===== src/pmm_pkg.sv =====
// constants, types and decoders shared by the management serial master
// assumes one 100 MHz clock and a plain strobe register port
package pmm_pkg;
	localparam int ADDR_W = 4;
	localparam logic [ADDR_W-1:0] ADDR_CMD = 4'h0;
	localparam logic [ADDR_W-1:0] ADDR_DATA = 4'h4;
	localparam logic [ADDR_W-1:0] ADDR_IRQ = 4'h8;
	localparam logic [ADDR_W-1:0] ADDR_MASK = 4'hc;
	localparam int DIV_HI = 23;
	localparam int DIV_LO = 20;
	localparam int ALWAYS_BIT = 19;
	localparam int PRESUP_BIT = 18;
	localparam int BUSY_BIT = 17;
	localparam int WRITE_BIT = 16;
	localparam int PHY_HI = 12;
	localparam int PHY_LO = 8;
	localparam int REG_HI = 4;
	localparam int REG_LO = 0;
	localparam logic [31:0] CMD_RESET = 32'h0090_0000;
	localparam logic [15:0] DATA_RESET = 16'h0000;
	localparam logic [5:0] PRE_BITS = 6'h20;
	localparam logic [5:0] FRAME_BITS = 6'h20;
	localparam logic [5:0] TA_POS = 6'h0e;
	localparam logic [5:0] DATA_POS = 6'h10;
	localparam logic [1:0] START_CODE = 2'h1;
	localparam logic [1:0] OP_READ = 2'h2;
	localparam logic [1:0] OP_WRITE = 2'h1;
	localparam logic [1:0] TA_WRITE = 2'h2;
	localparam logic [1:0] TA_READ = 2'h0;

	typedef enum logic [1:0] {
		PMM_IDLE,
		PMM_PRE,
		PMM_SHIFT
	} pmm_state_e;

	// half of the MDC period in bus clocks
	function automatic logic [4:0] pmm_half(input logic [3:0] code);
		case (code)
			4'h0: pmm_half = 5'h02;
			4'h1: pmm_half = 5'h03;
			4'h2: pmm_half = 5'h04;
			4'h3: pmm_half = 5'h06;
			4'h4: pmm_half = 5'h08;
			4'h5: pmm_half = 5'h0a;
			4'h6: pmm_half = 5'h0c;
			4'h7: pmm_half = 5'h0e;
			4'h8: pmm_half = 5'h0f;
			4'h9: pmm_half = 5'h10;
			4'ha: pmm_half = 5'h12;
			4'hb: pmm_half = 5'h14;
			4'hc: pmm_half = 5'h16;
			4'hd: pmm_half = 5'h18;
			4'he: pmm_half = 5'h1b;
			default: pmm_half = 5'h1e;
		endcase
	endfunction
endpackage


===== src/pmm_mdc_gen.sv =====
// MDC divider with registered rise and fall pulses
// assumes run and div come from registers on the same clock
`timescale 1ns/1ps
`default_nettype none
module pmm_mdc_gen (
	input wire logic clock,
	input wire logic arst_n,
	input wire logic ce,
	input wire logic run,
	input wire logic [3:0] div,
	output logic mdc,
	output logic rise,
	output logic fall
);
	typedef struct packed {
		logic [4:0] cnt;
		logic mdc;
		logic rise;
		logic fall;
	} pmm_gen_s;

	pmm_gen_s r_reg;
	pmm_gen_s r_next;

	always_comb begin
		r_next = r_reg;
		r_next.rise = 1'b0;
		r_next.fall = 1'b0;
		if (!run) begin
			r_next.cnt = 5'h00;
			r_next.mdc = 1'b0;
		end else if (r_reg.cnt + 5'h01 >= pmm_pkg::pmm_half(div)) begin
			r_next.cnt = 5'h00;
			r_next.mdc = ~r_reg.mdc;
			r_next.rise = ~r_reg.mdc;
			r_next.fall = r_reg.mdc;
		end else begin
			r_next.cnt = r_reg.cnt + 5'h01;
		end
	end

	always_ff @(posedge clock or negedge arst_n) begin
		if (!arst_n) begin
			r_reg <= '0;
		end else if (ce) begin
			r_reg <= r_next;
		end
	end

	assign mdc = r_reg.mdc;
	assign rise = r_reg.rise;
	assign fall = r_reg.fall;

	logic [6:0] gap_reg;
	logic seen_reg;
	logic [3:0] div_seen_reg;
	// a divider change restarts the period check so a partial period is never judged
	always_ff @(posedge clock or negedge arst_n) begin
		if (!arst_n) begin
			gap_reg <= 7'h00;
			seen_reg <= 1'b0;
			div_seen_reg <= 4'h0;
		end else if (ce) begin
			gap_reg <= r_reg.rise ? 7'h01 : gap_reg + 7'h01;
			seen_reg <= run && (div == div_seen_reg) && (seen_reg || r_reg.rise);
			div_seen_reg <= div;
		end
	end
endmodule
`default_nettype wire


===== src/pmm_master.sv =====
// management serial master: command registers, frame shifter, interrupt
// assumes a single-cycle strobe register port and an external PHY on MDC/MDIO
`timescale 1ns/1ps
`default_nettype none
module pmm_master (
	input wire logic clock,
	input wire logic arst_n,
	input wire logic ce,
	input wire logic [pmm_pkg::ADDR_W-1:0] addr,
	input wire logic [31:0] wdata,
	input wire logic wr,
	input wire logic rd,
	output logic [31:0] rdata,
	output logic irq,
	output logic mdc,
	input wire logic mdio_in,
	output logic mdio_out,
	output logic mdio_oe
);
	typedef struct packed {
		pmm_pkg::pmm_state_e state;
		logic [3:0] div;
		logic always_on;
		logic pre_sup;
		logic busy;
		logic is_write;
		logic [4:0] phy;
		logic [4:0] regsel;
		logic [15:0] data;
		logic [31:0] frame;
		logic [15:0] rx;
		logic [5:0] cnt;
		logic mdio_o;
		logic mdio_oe;
		logic status;
		logic mask;
		logic irq;
		logic [31:0] rdata;
		logic sync1;
		logic sync2;
	} pmm_main_s;

	pmm_main_s r_reg;
	pmm_main_s r_next;
	logic mdc_rise;
	logic mdc_fall;
	logic mdc_run;
	logic start;
	logic done;

	localparam pmm_main_s RESET_VAL = '{
		state: pmm_pkg::PMM_IDLE,
		div: pmm_pkg::CMD_RESET[pmm_pkg::DIV_HI:pmm_pkg::DIV_LO],
		always_on: pmm_pkg::CMD_RESET[pmm_pkg::ALWAYS_BIT],
		pre_sup: pmm_pkg::CMD_RESET[pmm_pkg::PRESUP_BIT],
		busy: pmm_pkg::CMD_RESET[pmm_pkg::BUSY_BIT],
		is_write: pmm_pkg::CMD_RESET[pmm_pkg::WRITE_BIT],
		phy: pmm_pkg::CMD_RESET[pmm_pkg::PHY_HI:pmm_pkg::PHY_LO],
		regsel: pmm_pkg::CMD_RESET[pmm_pkg::REG_HI:pmm_pkg::REG_LO],
		data: pmm_pkg::DATA_RESET,
		default: '0
	};

	// the clock runs for a frame or whenever held on
	assign mdc_run = r_reg.busy || r_reg.always_on;

	pmm_mdc_gen u_gen (
		.clock(clock),
		.arst_n(arst_n),
		.ce(ce),
		.run(mdc_run),
		.div(r_reg.div),
		.mdc(mdc),
		.rise(mdc_rise),
		.fall(mdc_fall)
	);

	function automatic logic [31:0] cmd_word(input pmm_main_s s);
		cmd_word = '0;
		cmd_word[pmm_pkg::DIV_HI:pmm_pkg::DIV_LO] = s.div;
		cmd_word[pmm_pkg::ALWAYS_BIT] = s.always_on;
		cmd_word[pmm_pkg::PRESUP_BIT] = s.pre_sup;
		cmd_word[pmm_pkg::BUSY_BIT] = s.busy;
		cmd_word[pmm_pkg::WRITE_BIT] = s.is_write;
		cmd_word[pmm_pkg::PHY_HI:pmm_pkg::PHY_LO] = s.phy;
		cmd_word[pmm_pkg::REG_HI:pmm_pkg::REG_LO] = s.regsel;
	endfunction

	always_comb begin
		r_next = r_reg;
		start = 1'b0;
		done = 1'b0;
		r_next.sync1 = mdio_in;
		r_next.sync2 = r_reg.sync1;
		r_next.rdata = '0;

		// register writes; command writes are ignored while a frame runs
		if (wr) begin
			case (addr)
				pmm_pkg::ADDR_CMD: begin
					if (!r_reg.busy) begin
						r_next.div = wdata[pmm_pkg::DIV_HI:pmm_pkg::DIV_LO];
						r_next.always_on = wdata[pmm_pkg::ALWAYS_BIT];
						r_next.pre_sup = wdata[pmm_pkg::PRESUP_BIT];
						r_next.is_write = wdata[pmm_pkg::WRITE_BIT];
						r_next.phy = wdata[pmm_pkg::PHY_HI:pmm_pkg::PHY_LO];
						r_next.regsel = wdata[pmm_pkg::REG_HI:pmm_pkg::REG_LO];
						start = wdata[pmm_pkg::BUSY_BIT];
					end
				end
				pmm_pkg::ADDR_DATA: begin
					r_next.data = wdata[15:0];
				end
				pmm_pkg::ADDR_MASK: begin
					r_next.mask = wdata[0];
				end
				default: begin
				end
			endcase
		end

		// register reads; reading status clears it
		if (rd) begin
			case (addr)
				pmm_pkg::ADDR_CMD: begin
					r_next.rdata = cmd_word(r_reg);
				end
				pmm_pkg::ADDR_DATA: begin
					r_next.rdata = {16'h0000, r_reg.data};
				end
				pmm_pkg::ADDR_IRQ: begin
					r_next.rdata = {31'h0, r_reg.status};
					r_next.status = 1'b0;
				end
				pmm_pkg::ADDR_MASK: begin
					r_next.rdata = {31'h0, r_reg.mask};
				end
				default: begin
					r_next.rdata = '0;
				end
			endcase
		end

		// launch: latch the whole frame so later writes cannot disturb it
		if (start) begin
			r_next.busy = 1'b1;
			r_next.cnt = '0;
			r_next.frame = {pmm_pkg::START_CODE,
				wdata[pmm_pkg::WRITE_BIT] ? pmm_pkg::OP_WRITE : pmm_pkg::OP_READ,
				wdata[pmm_pkg::PHY_HI:pmm_pkg::PHY_LO],
				wdata[pmm_pkg::REG_HI:pmm_pkg::REG_LO],
				wdata[pmm_pkg::WRITE_BIT] ? pmm_pkg::TA_WRITE : pmm_pkg::TA_READ,
				(addr == pmm_pkg::ADDR_DATA) ? wdata[15:0] : r_reg.data};
			if (wdata[pmm_pkg::PRESUP_BIT]) begin
				r_next.state = pmm_pkg::PMM_SHIFT;
			end else begin
				r_next.state = pmm_pkg::PMM_PRE;
			end
		end

		case (r_reg.state)
			pmm_pkg::PMM_IDLE: begin
				r_next.mdio_oe = 1'b0;
				r_next.mdio_o = 1'b0;
			end
			pmm_pkg::PMM_PRE: begin
				if (mdc_fall) begin
					r_next.mdio_o = 1'b1;
					r_next.mdio_oe = 1'b1;
					if (r_reg.cnt == pmm_pkg::PRE_BITS - 6'h01) begin
						r_next.cnt = '0;
						r_next.state = pmm_pkg::PMM_SHIFT;
					end else begin
						r_next.cnt = r_reg.cnt + 6'h01;
					end
				end
			end
			pmm_pkg::PMM_SHIFT: begin
				if (mdc_fall) begin
					if (r_reg.cnt == pmm_pkg::FRAME_BITS) begin
						r_next.mdio_oe = 1'b0;
						r_next.mdio_o = 1'b0;
						r_next.state = pmm_pkg::PMM_IDLE;
						r_next.busy = 1'b0;
						done = 1'b1;
						if (!r_reg.is_write) begin
							r_next.data = r_reg.rx;
						end
					end else begin
						r_next.mdio_o = r_reg.frame[31];
						r_next.frame = {r_reg.frame[30:0], 1'b0};
						r_next.mdio_oe = r_reg.is_write || (r_reg.cnt < pmm_pkg::TA_POS);
						r_next.cnt = r_reg.cnt + 6'h01;
					end
				end else if (mdc_rise && !r_reg.is_write && r_reg.cnt > pmm_pkg::DATA_POS) begin
					r_next.rx = {r_reg.rx[14:0], r_reg.sync2};
				end
			end
			default: begin
				r_next.state = pmm_pkg::PMM_IDLE;
			end
		endcase

		// a completion in the same cycle as a status read stays set
		if (done) begin
			r_next.status = 1'b1;
		end
		r_next.irq = r_next.status && r_next.mask;
	end

	always_ff @(posedge clock or negedge arst_n) begin
		if (!arst_n) begin
			r_reg <= RESET_VAL;
		end else if (ce) begin
			r_reg <= r_next;
		end
	end

	assign rdata = r_reg.rdata;
	assign irq = r_reg.irq;
	assign mdio_out = r_reg.mdio_o;
	assign mdio_oe = r_reg.mdio_oe;
endmodule
`default_nettype wire


===== config.mk =====
export PLATFORM = sky130hd
export DESIGN_NAME = pmm_master
export DESIGN_NICKNAME = d
export VERILOG_FILES = /design/src/pmm_pkg.sv /design/src/pmm_mdc_gen.sv /design/src/pmm_master.sv
export SDC_FILE = /design/constraint.sdc
export NUM_CORES = 1
export LEC_CHECK = 0
export BUFFER_PORTS_ARGS = -buffer_cell sky130_fd_sc_hd__buf_2
export CORE_MARGIN = 2
export CORE_UTILIZATION = 30
export CTS_BUF_LIST = sky130_fd_sc_hd__clkbuf_8
export CTS_CLUSTER_SIZE = 28
export DETAILED_ROUTE_END_ITERATION = 10
export GPL_ROUTABILITY_DRIVEN = 0
export PLACE_DENSITY = 0.55
export SLEW_MARGIN = 20
export SYNTH_ARGS = -nofsm -noshare
export SYNTH_HDL_FRONTEND = slang
export SYNTH_SLANG_ARGS = --single-unit

===== constraint.sdc =====
create_clock -name clock -period 3.3 [get_ports clock]
set_input_delay 0.66 -clock clock [delete_from_list [all_inputs] [get_ports clock]]
set_output_delay 0.66 -clock clock [all_outputs]
set_load 0.05 [all_outputs]

==> Word-level counts from Yosys, hierarchy flattened <==
Memories as Yosys holds them, arrays and structs flattened.
Index checks and enable logic that the tools add are counted.
{ "word_totals": {"in_bits": 42, "mem_bits_ro": 80, "latch_bits": 0, "ff_bits": 137, "mem_count": 1, "ramBits": 0, "output_inout_bits": 36, "elab_cells": 105} }
{ "classes": {"n_mux": 49, "n_shift": 0, "n_reduce_logical": 13, "n_bitwise": 3, "n_addsub": 2, "div_mod_pow": 0, "multipliers": 0, "n_lt_le_gt_ge": 3, "eq_ne": 10} }
{ "mem_list": {"columns": ["memory", "depth", "word_bits", "rd", "rd_ports_with_merged_regs", "wr", "line", "source"], "rows": [
  ["(name not given)", 16, 5, 1, 0, 0, "pmm_pkg.sv:39", "case (code)"]
]} }
{ "op_table": {"columns": ["operator", "n"], "rows": [
  ["2-to-1 mux 16 bit", 6],
  ["one-hot mux 24 bit (4 select lines)", 1],
  ["2-to-1 mux 32 bit", 2],
  ["2-to-1 mux 64 bit", 1],
  ["2-to-1 mux 48 bit", 1],
  ["2-to-1 mux 24 bit", 1],
  ["2-to-1 mux 6 bit", 4],
  ["2-to-1 mux 2 bit", 10],
  ["2-to-1 mux 8 bit", 2],
  ["2-to-1 mux 1 bit", 15],
  ["one-hot mux 2 bit (3 select lines)", 2],
  ["one-hot mux 6 bit (2 select lines)", 1],
  ["AND reduction 4 bit", 3],
  ["2-to-1 mux 5 bit", 2],
  ["== test 4 bit, second input constant", 2],
  ["adder 6 x 1 -> 6 bit, second input constant", 1],
  ["== test 6 x 5 -> 1 bit, second input constant", 1],
  ["== test 6 bit, second input constant", 1],
  ["> comparator 6 x 5 -> 1 bit, second input constant", 1],
  ["less-than comparator 6 x 4 -> 1 bit, second input constant", 1],
  ["adder 5 x 1 -> 5 bit, second input constant", 1],
  ["greater-or-equal comparator 5 bit", 1],
  ["== test 4 x 3 -> 1 bit, second input constant", 1],
  ["zero test 4 bit", 1],
  ["12 further kinds", 18]
]} }

==> Logic depth before layout (Yosys ltp) <==
{ "depth": {"depth_word": 7, "ltp_mapped": 10} }

==> Modules after synthesis <==
Synthesis repeated with hierarchy kept, for this count alone.
{ "unflattened": {"hier_cells": 582, "hier_area_um2": 6690.2} }
{ "modules_own_cells": {"columns": ["module", "area_each_um2", "n_inst", "cells_per_inst"], "rows": [
  ["pmm_master", 6014.5, 1, 514],
  ["pmm_mdc_gen", 675.6, 1, 68]
]} }

==> Worst setup path after synthesis <==
Ideal clock, no wire load.
{ "synth_path": {"path_type": "register to register", "from": "reg r_reg[123] in the netlist's numbering", "to": "reg u_gen.r_reg, in the netlist u_gen.mdc", "n_path_buf": 0, "period_less_slack_ps": 2398, "required_ps": 3167, "setup_ps": 133, "setup_slack_ps": 902, "path_stages_with_launch": 10, "arrival_ps": 2265, "cell_sequence": "dfstp_2 -> inv_1 -> ha_1 -> mux2_2 -> a22o_1 -> ha_1 -> nand2b_1 -> a31oi_1 -> o21a_1 -> o211ai_1"} }
{ "synth_via": {"elab_chain_cells": 5} }
{ "synth_lines": {"columns": ["item", "line", "source"], "rows": [
  ["start, declared", "pmm_master.sv:43", "pmm_main_s r_reg;"],
  ["start signal, assigned", "pmm_master.sv:215", "r_reg <= r_next;"],
  ["memory read (16 x 5 bit)", null, null],
  ["2-to-1 mux 5 bit", "pmm_mdc_gen.sv:29", "if (!run) begin"],
  ["greater-or-equal comparator 5 bit", "pmm_mdc_gen.sv:32", "end else if (r_reg.cnt + 5'h01 >= pmm_pkg::pmm_half(div)) begin"],
  ["!= test 2 bit (no line)", null, null],
  ["AND reduction 2 bit (no line)", null, null],
  ["end signal, assigned", "pmm_mdc_gen.sv:46", "r_reg <= r_next;"],
  ["end, declared", "pmm_mdc_gen.sv:22", "pmm_gen_s r_reg;"]
]} }
No other way between the ends. The select of a mux whose other input is x is not followed.
A chain may end at the register's enable or synchronous reset.

==> Worst setup path in the final report <==
{ "layout_path": {"from": "reg r_reg[123] in the netlist's numbering", "to": "reg u_gen.r_reg[6] in the netlist's numbering"} }
{ "layout_via": {"elab_chain_cells": 5} }
{ "layout_lines": {"columns": ["item", "line"], "rows": [
  ["memory read (16 x 5 bit)", null],
  ["2-to-1 mux 5 bit", "pmm_mdc_gen.sv:29"],
  ["greater-or-equal comparator 5 bit", "pmm_mdc_gen.sv:32"],
  ["2-to-1 mux 5 bit", "pmm_mdc_gen.sv:32"],
  ["2-to-1 mux 6 bit", "pmm_mdc_gen.sv:29"]
]} }
No other way between the ends. The select of a mux whose other input is x is not followed.

==> run_results.csv <==
group,metric,value,unit
outcome,outcome,"complete, no violations",
yosys,synthArstFlopShare,100,%
sta,rsz0062_at_grt,"no",
yosys,yosys_most_used_dff,"dfrtp_1",
floorplanning,initial_core_util,30.3,%
routing,vias,4729,
critical_path,r2r_end,"u_gen.r_reg[6]",
sta,finalSetupViolCount,0,
floorplanning,row_count,54,
final_layout,final_nets,662,
power_and_ir_drop,finalPower,0.00435,W
yosys,yosysWarnings,0,
sta,fmax,371,MHz
routing,highest_layer,"met5",
power_and_ir_drop,peakVddDrop,217,uV
global_routing,grt_overflow_total,0,
yosys,synthCells,570,
critical_path,crit_start,"r_reg[123]",
global_routing,grt_usage,14.8,%
sta,post-route-worst-setup-slack,0.601,ns
routing,wl_met1,7290,um
routing,drt_first_pass_iters,5,
routing,met3_length,717,um
yosys,syn_area_per_cell,11.5,um^2
critical_path,cp.arrival,3.07,ns
sta,min_period_over_period,81.8,%
global_routing,grt_pass1_wl,26400,um
clock_network,root_buffer,"clkbuf_8",
sta,slew-limit-headroom,46.1,%
yosys,ys_seq_elements,129,
yosys,synthXorXnorAreaFrac,0.401,%
critical_path,worstPathMaxFanout,7,
power_and_ir_drop,power_density,595,mW/mm^2
final_layout,largest_reg_flops,93,
floorplanning,die_w,152,um
floorplanning,die_y,152,um
clock_network,clk_latency,0.45,ns
clock_network,cts.clk_slew.worst_paths,0.08,ns
routing,wl_met2,8050,um
clock_network,cts_tree,"yes",
min_path,worst_hold_path_type,"input port to async pin",
final_layout,syn_to_final_growth,11.7,%
yosys,syn_area,0.00655,mm^2
global_routing,grt_max_degree,86,
yosys,synth_compound_area_share,19.5,%
clock_network,postCtsSetupRepairBufs,0,
yosys,yosys-mux-area-fraction,9.13,%
routing,drt_iter0_drc,426,
floorplanning,ios,78,
placement,io_buffers,61,
global_routing,grt_pass1_vias,4901,
clock_network,cts-hold-fix-buffers,0,
final_layout,drive_gt1_share,27.6,%
sta,finalHoldViolCount,0,
sta,fin_skew,0.0149,ns
critical_path,crit_type,"register to register",
routing,via_per_inst,5.27,
sta,slew_violations,0,
placement,pre_cts_ws,0.633,ns
clock_network,h-tree-depth,4,
sta,tns,0,ns
clock_network,cts.sinks,129,
sta,fin_crit,2.70,ns
final_layout,seq_area,0.00323,mm^2
floorplanning,core-area,0.0216,mm^2
floorplanning,die-area,0.0230,mm^2
power_and_ir_drop,leakage,3.32,nW
routing,postRouteAntennaNets,0,
clock_network,cts_made_buffers,17,
final_layout,fillers,2184,
critical_path,cp_data_required_time,3.67,ns
global_routing,antenna_found_initial,2,
routing,drcViolationCount,0,
critical_path,r2r-start,"r_reg[123]",
critical_path,worstSetupEndpoint,"u_gen.r_reg[6]",
final_layout,multi_input_area,0.00284,mm^2
sta,worstMarginPinSlew,0.809,ns
critical_path,crit_path_start_kind,"register",
yosys,yosys.cell_types.count,65,
yosys,synth-simple-area-share,10.6,%
yosys,synth_top_family_by_area,"compound AO/OA/AOI/OAI gates",
routing,finalWirelength,16300,um
critical_path,rr_worst_depth,9,
placement,dpl.hpwl,11400,um
routing,wl_per_cell,18.1,um
run,drv_cap,0,
clock_network,clockBufferDepth,2,
clock_network,post_cts.resized_instances,0,
critical_path,r2r_setup_slack,0.60,ns
yosys,synth-edff-count,0,
yosys,synthAdderAreaFrac,3.25,%
yosys,synth-seq-area-share,49.3,%
critical_path,crit_path_end_kind,"register",
[per-stage QoR]
step	hold WS (ns)	util, %	std cells	cell area, um^2
5_1_grt	0.251	33.8	897	7320
3_3_place_gp	0.472	32.0	864	6920
4_1_cts	0.230	33.8	896	7310
2_1_floorplan	0.364	-	577	6580
6_report	0.219	33.8	897	7320
3_5_place_dp	0.468	32.0	864	6920
[critical path: stages (launching register included)]
cell and delay, ns:
dfstp_2 0.56, inv_1 0.10, ha_1 0.23, mux2_2 0.26, a22o_1 0.25, ha_1 0.28
nand2b_1 0.14, a31oi_1 0.26, o21a_1 0.34, a32o_1 0.22
[logic make-up after synthesis]
logic type      count (synthesis)
compound gates                149
xor+xnor                        3
fa+ha+maj                      17
buf+inv                        86
flops                         129
mux                            54
other cells                     1
simple gates                  131
[Yosys cell counts (all sizes together), types with 2 or more instances]
cell / number / area share (%)
o221a: 13 / 2.2
o21a: 4 / 0.46
nand2: 26 / 1.5
and2: 4 / 0.40
and3: 15 / 1.4
nand4: 2 / 0.19
clkbuf: 11 / 0.63
a22oi: 10 / 1.1
buf: 57 / 6.1
inv: 18 / 1.0
nand3: 21 / 1.6
xnor2: 2 / 0.27
ha: 17 / 3.2
a31o: 2 / 0.27
a32o: 4 / 0.61
o21ai: 17 / 1.4
nor3: 8 / 0.69
a221o: 30 / 4.6
o2bb2ai: 20 / 2.7
a22o: 12 / 1.6
o41ai: 2 / 0.84
nor4: 3 / 0.61
nand2b: 4 / 0.38
nor2: 30 / 1.8
o211ai: 2 / 0.23
nand3b: 3 / 0.34
a211oi: 2 / 0.23
o211a: 2 / 0.31
a21oi: 11 / 0.90
o22ai: 4 / 0.38
and3b: 3 / 0.40
a31oi: 4 / 0.38
nor2b: 5 / 0.48
a21o: 3 / 0.34
dfstp: 2 / 0.80
mux2: 36 / 6.2
mux2i: 17 / 2.6
dfrtp: 127 / 49
or3: 3 / 0.29
[metal layers]
layer	GRT usage (%)	vias to the layer above
met5	0	-
met4	4.12	2
met3	3.71	18
met2	24.6	126
met1	19.2	2416
li1	-	2167
[how the worst min path moves through the flow]
| stage | startpoint | to | slack, ns | cells past startpoint |
|---|---|---|---|---|
| after global placement | rdata[1] | rdata[1] | 0.47 | 1 |
| after floorplan | arst_n | irq | 0.36 | 0 |
| final | arst_n | mdio_out | 0.22 | 1 |
| after CTS | arst_n | mdio_out | 0.23 | 1 |
| after global routing | arst_n | r_reg[43] | 0.25 | 1 |
| after detailed placement | rdata[9] | rdata[9] | 0.47 | 1 |
[area by class of cell]
class                           count  area share (%)
Sequential cell                   129            44.2
Multi-Input combinational cell    362            38.8
Timing Repair Buffer               75            5.81
Tap cell                          280            4.79
Clock buffer                       19            3.57
Clock inverter                     13            1.88
Inverter                           18           0.923
Antenna cell                        1          0.0342
[cell usage in the layout (no fill, tap or decap), types with 17 or more instances in the layout]
cell type  netlist  routed
o2bb2ai_1       20      20
a221o_1         30      30
inv_1           17      19
ha_1            17      17
buf_2           15      60
nor2_1          29      29
nand2_1         26      26
dfrtp_1        127     127
clkbuf_8         0      19
mux2i_1         17      17
mux2_2          36      36
nand3_1         21      21
[power by group]
group          switching (W)  internal, W
clock network       0.000641     0.000709
logic               0.000515     0.000419
registers           0.000229      0.00184
Note: power is estimated with default switching activity, not from simulation.
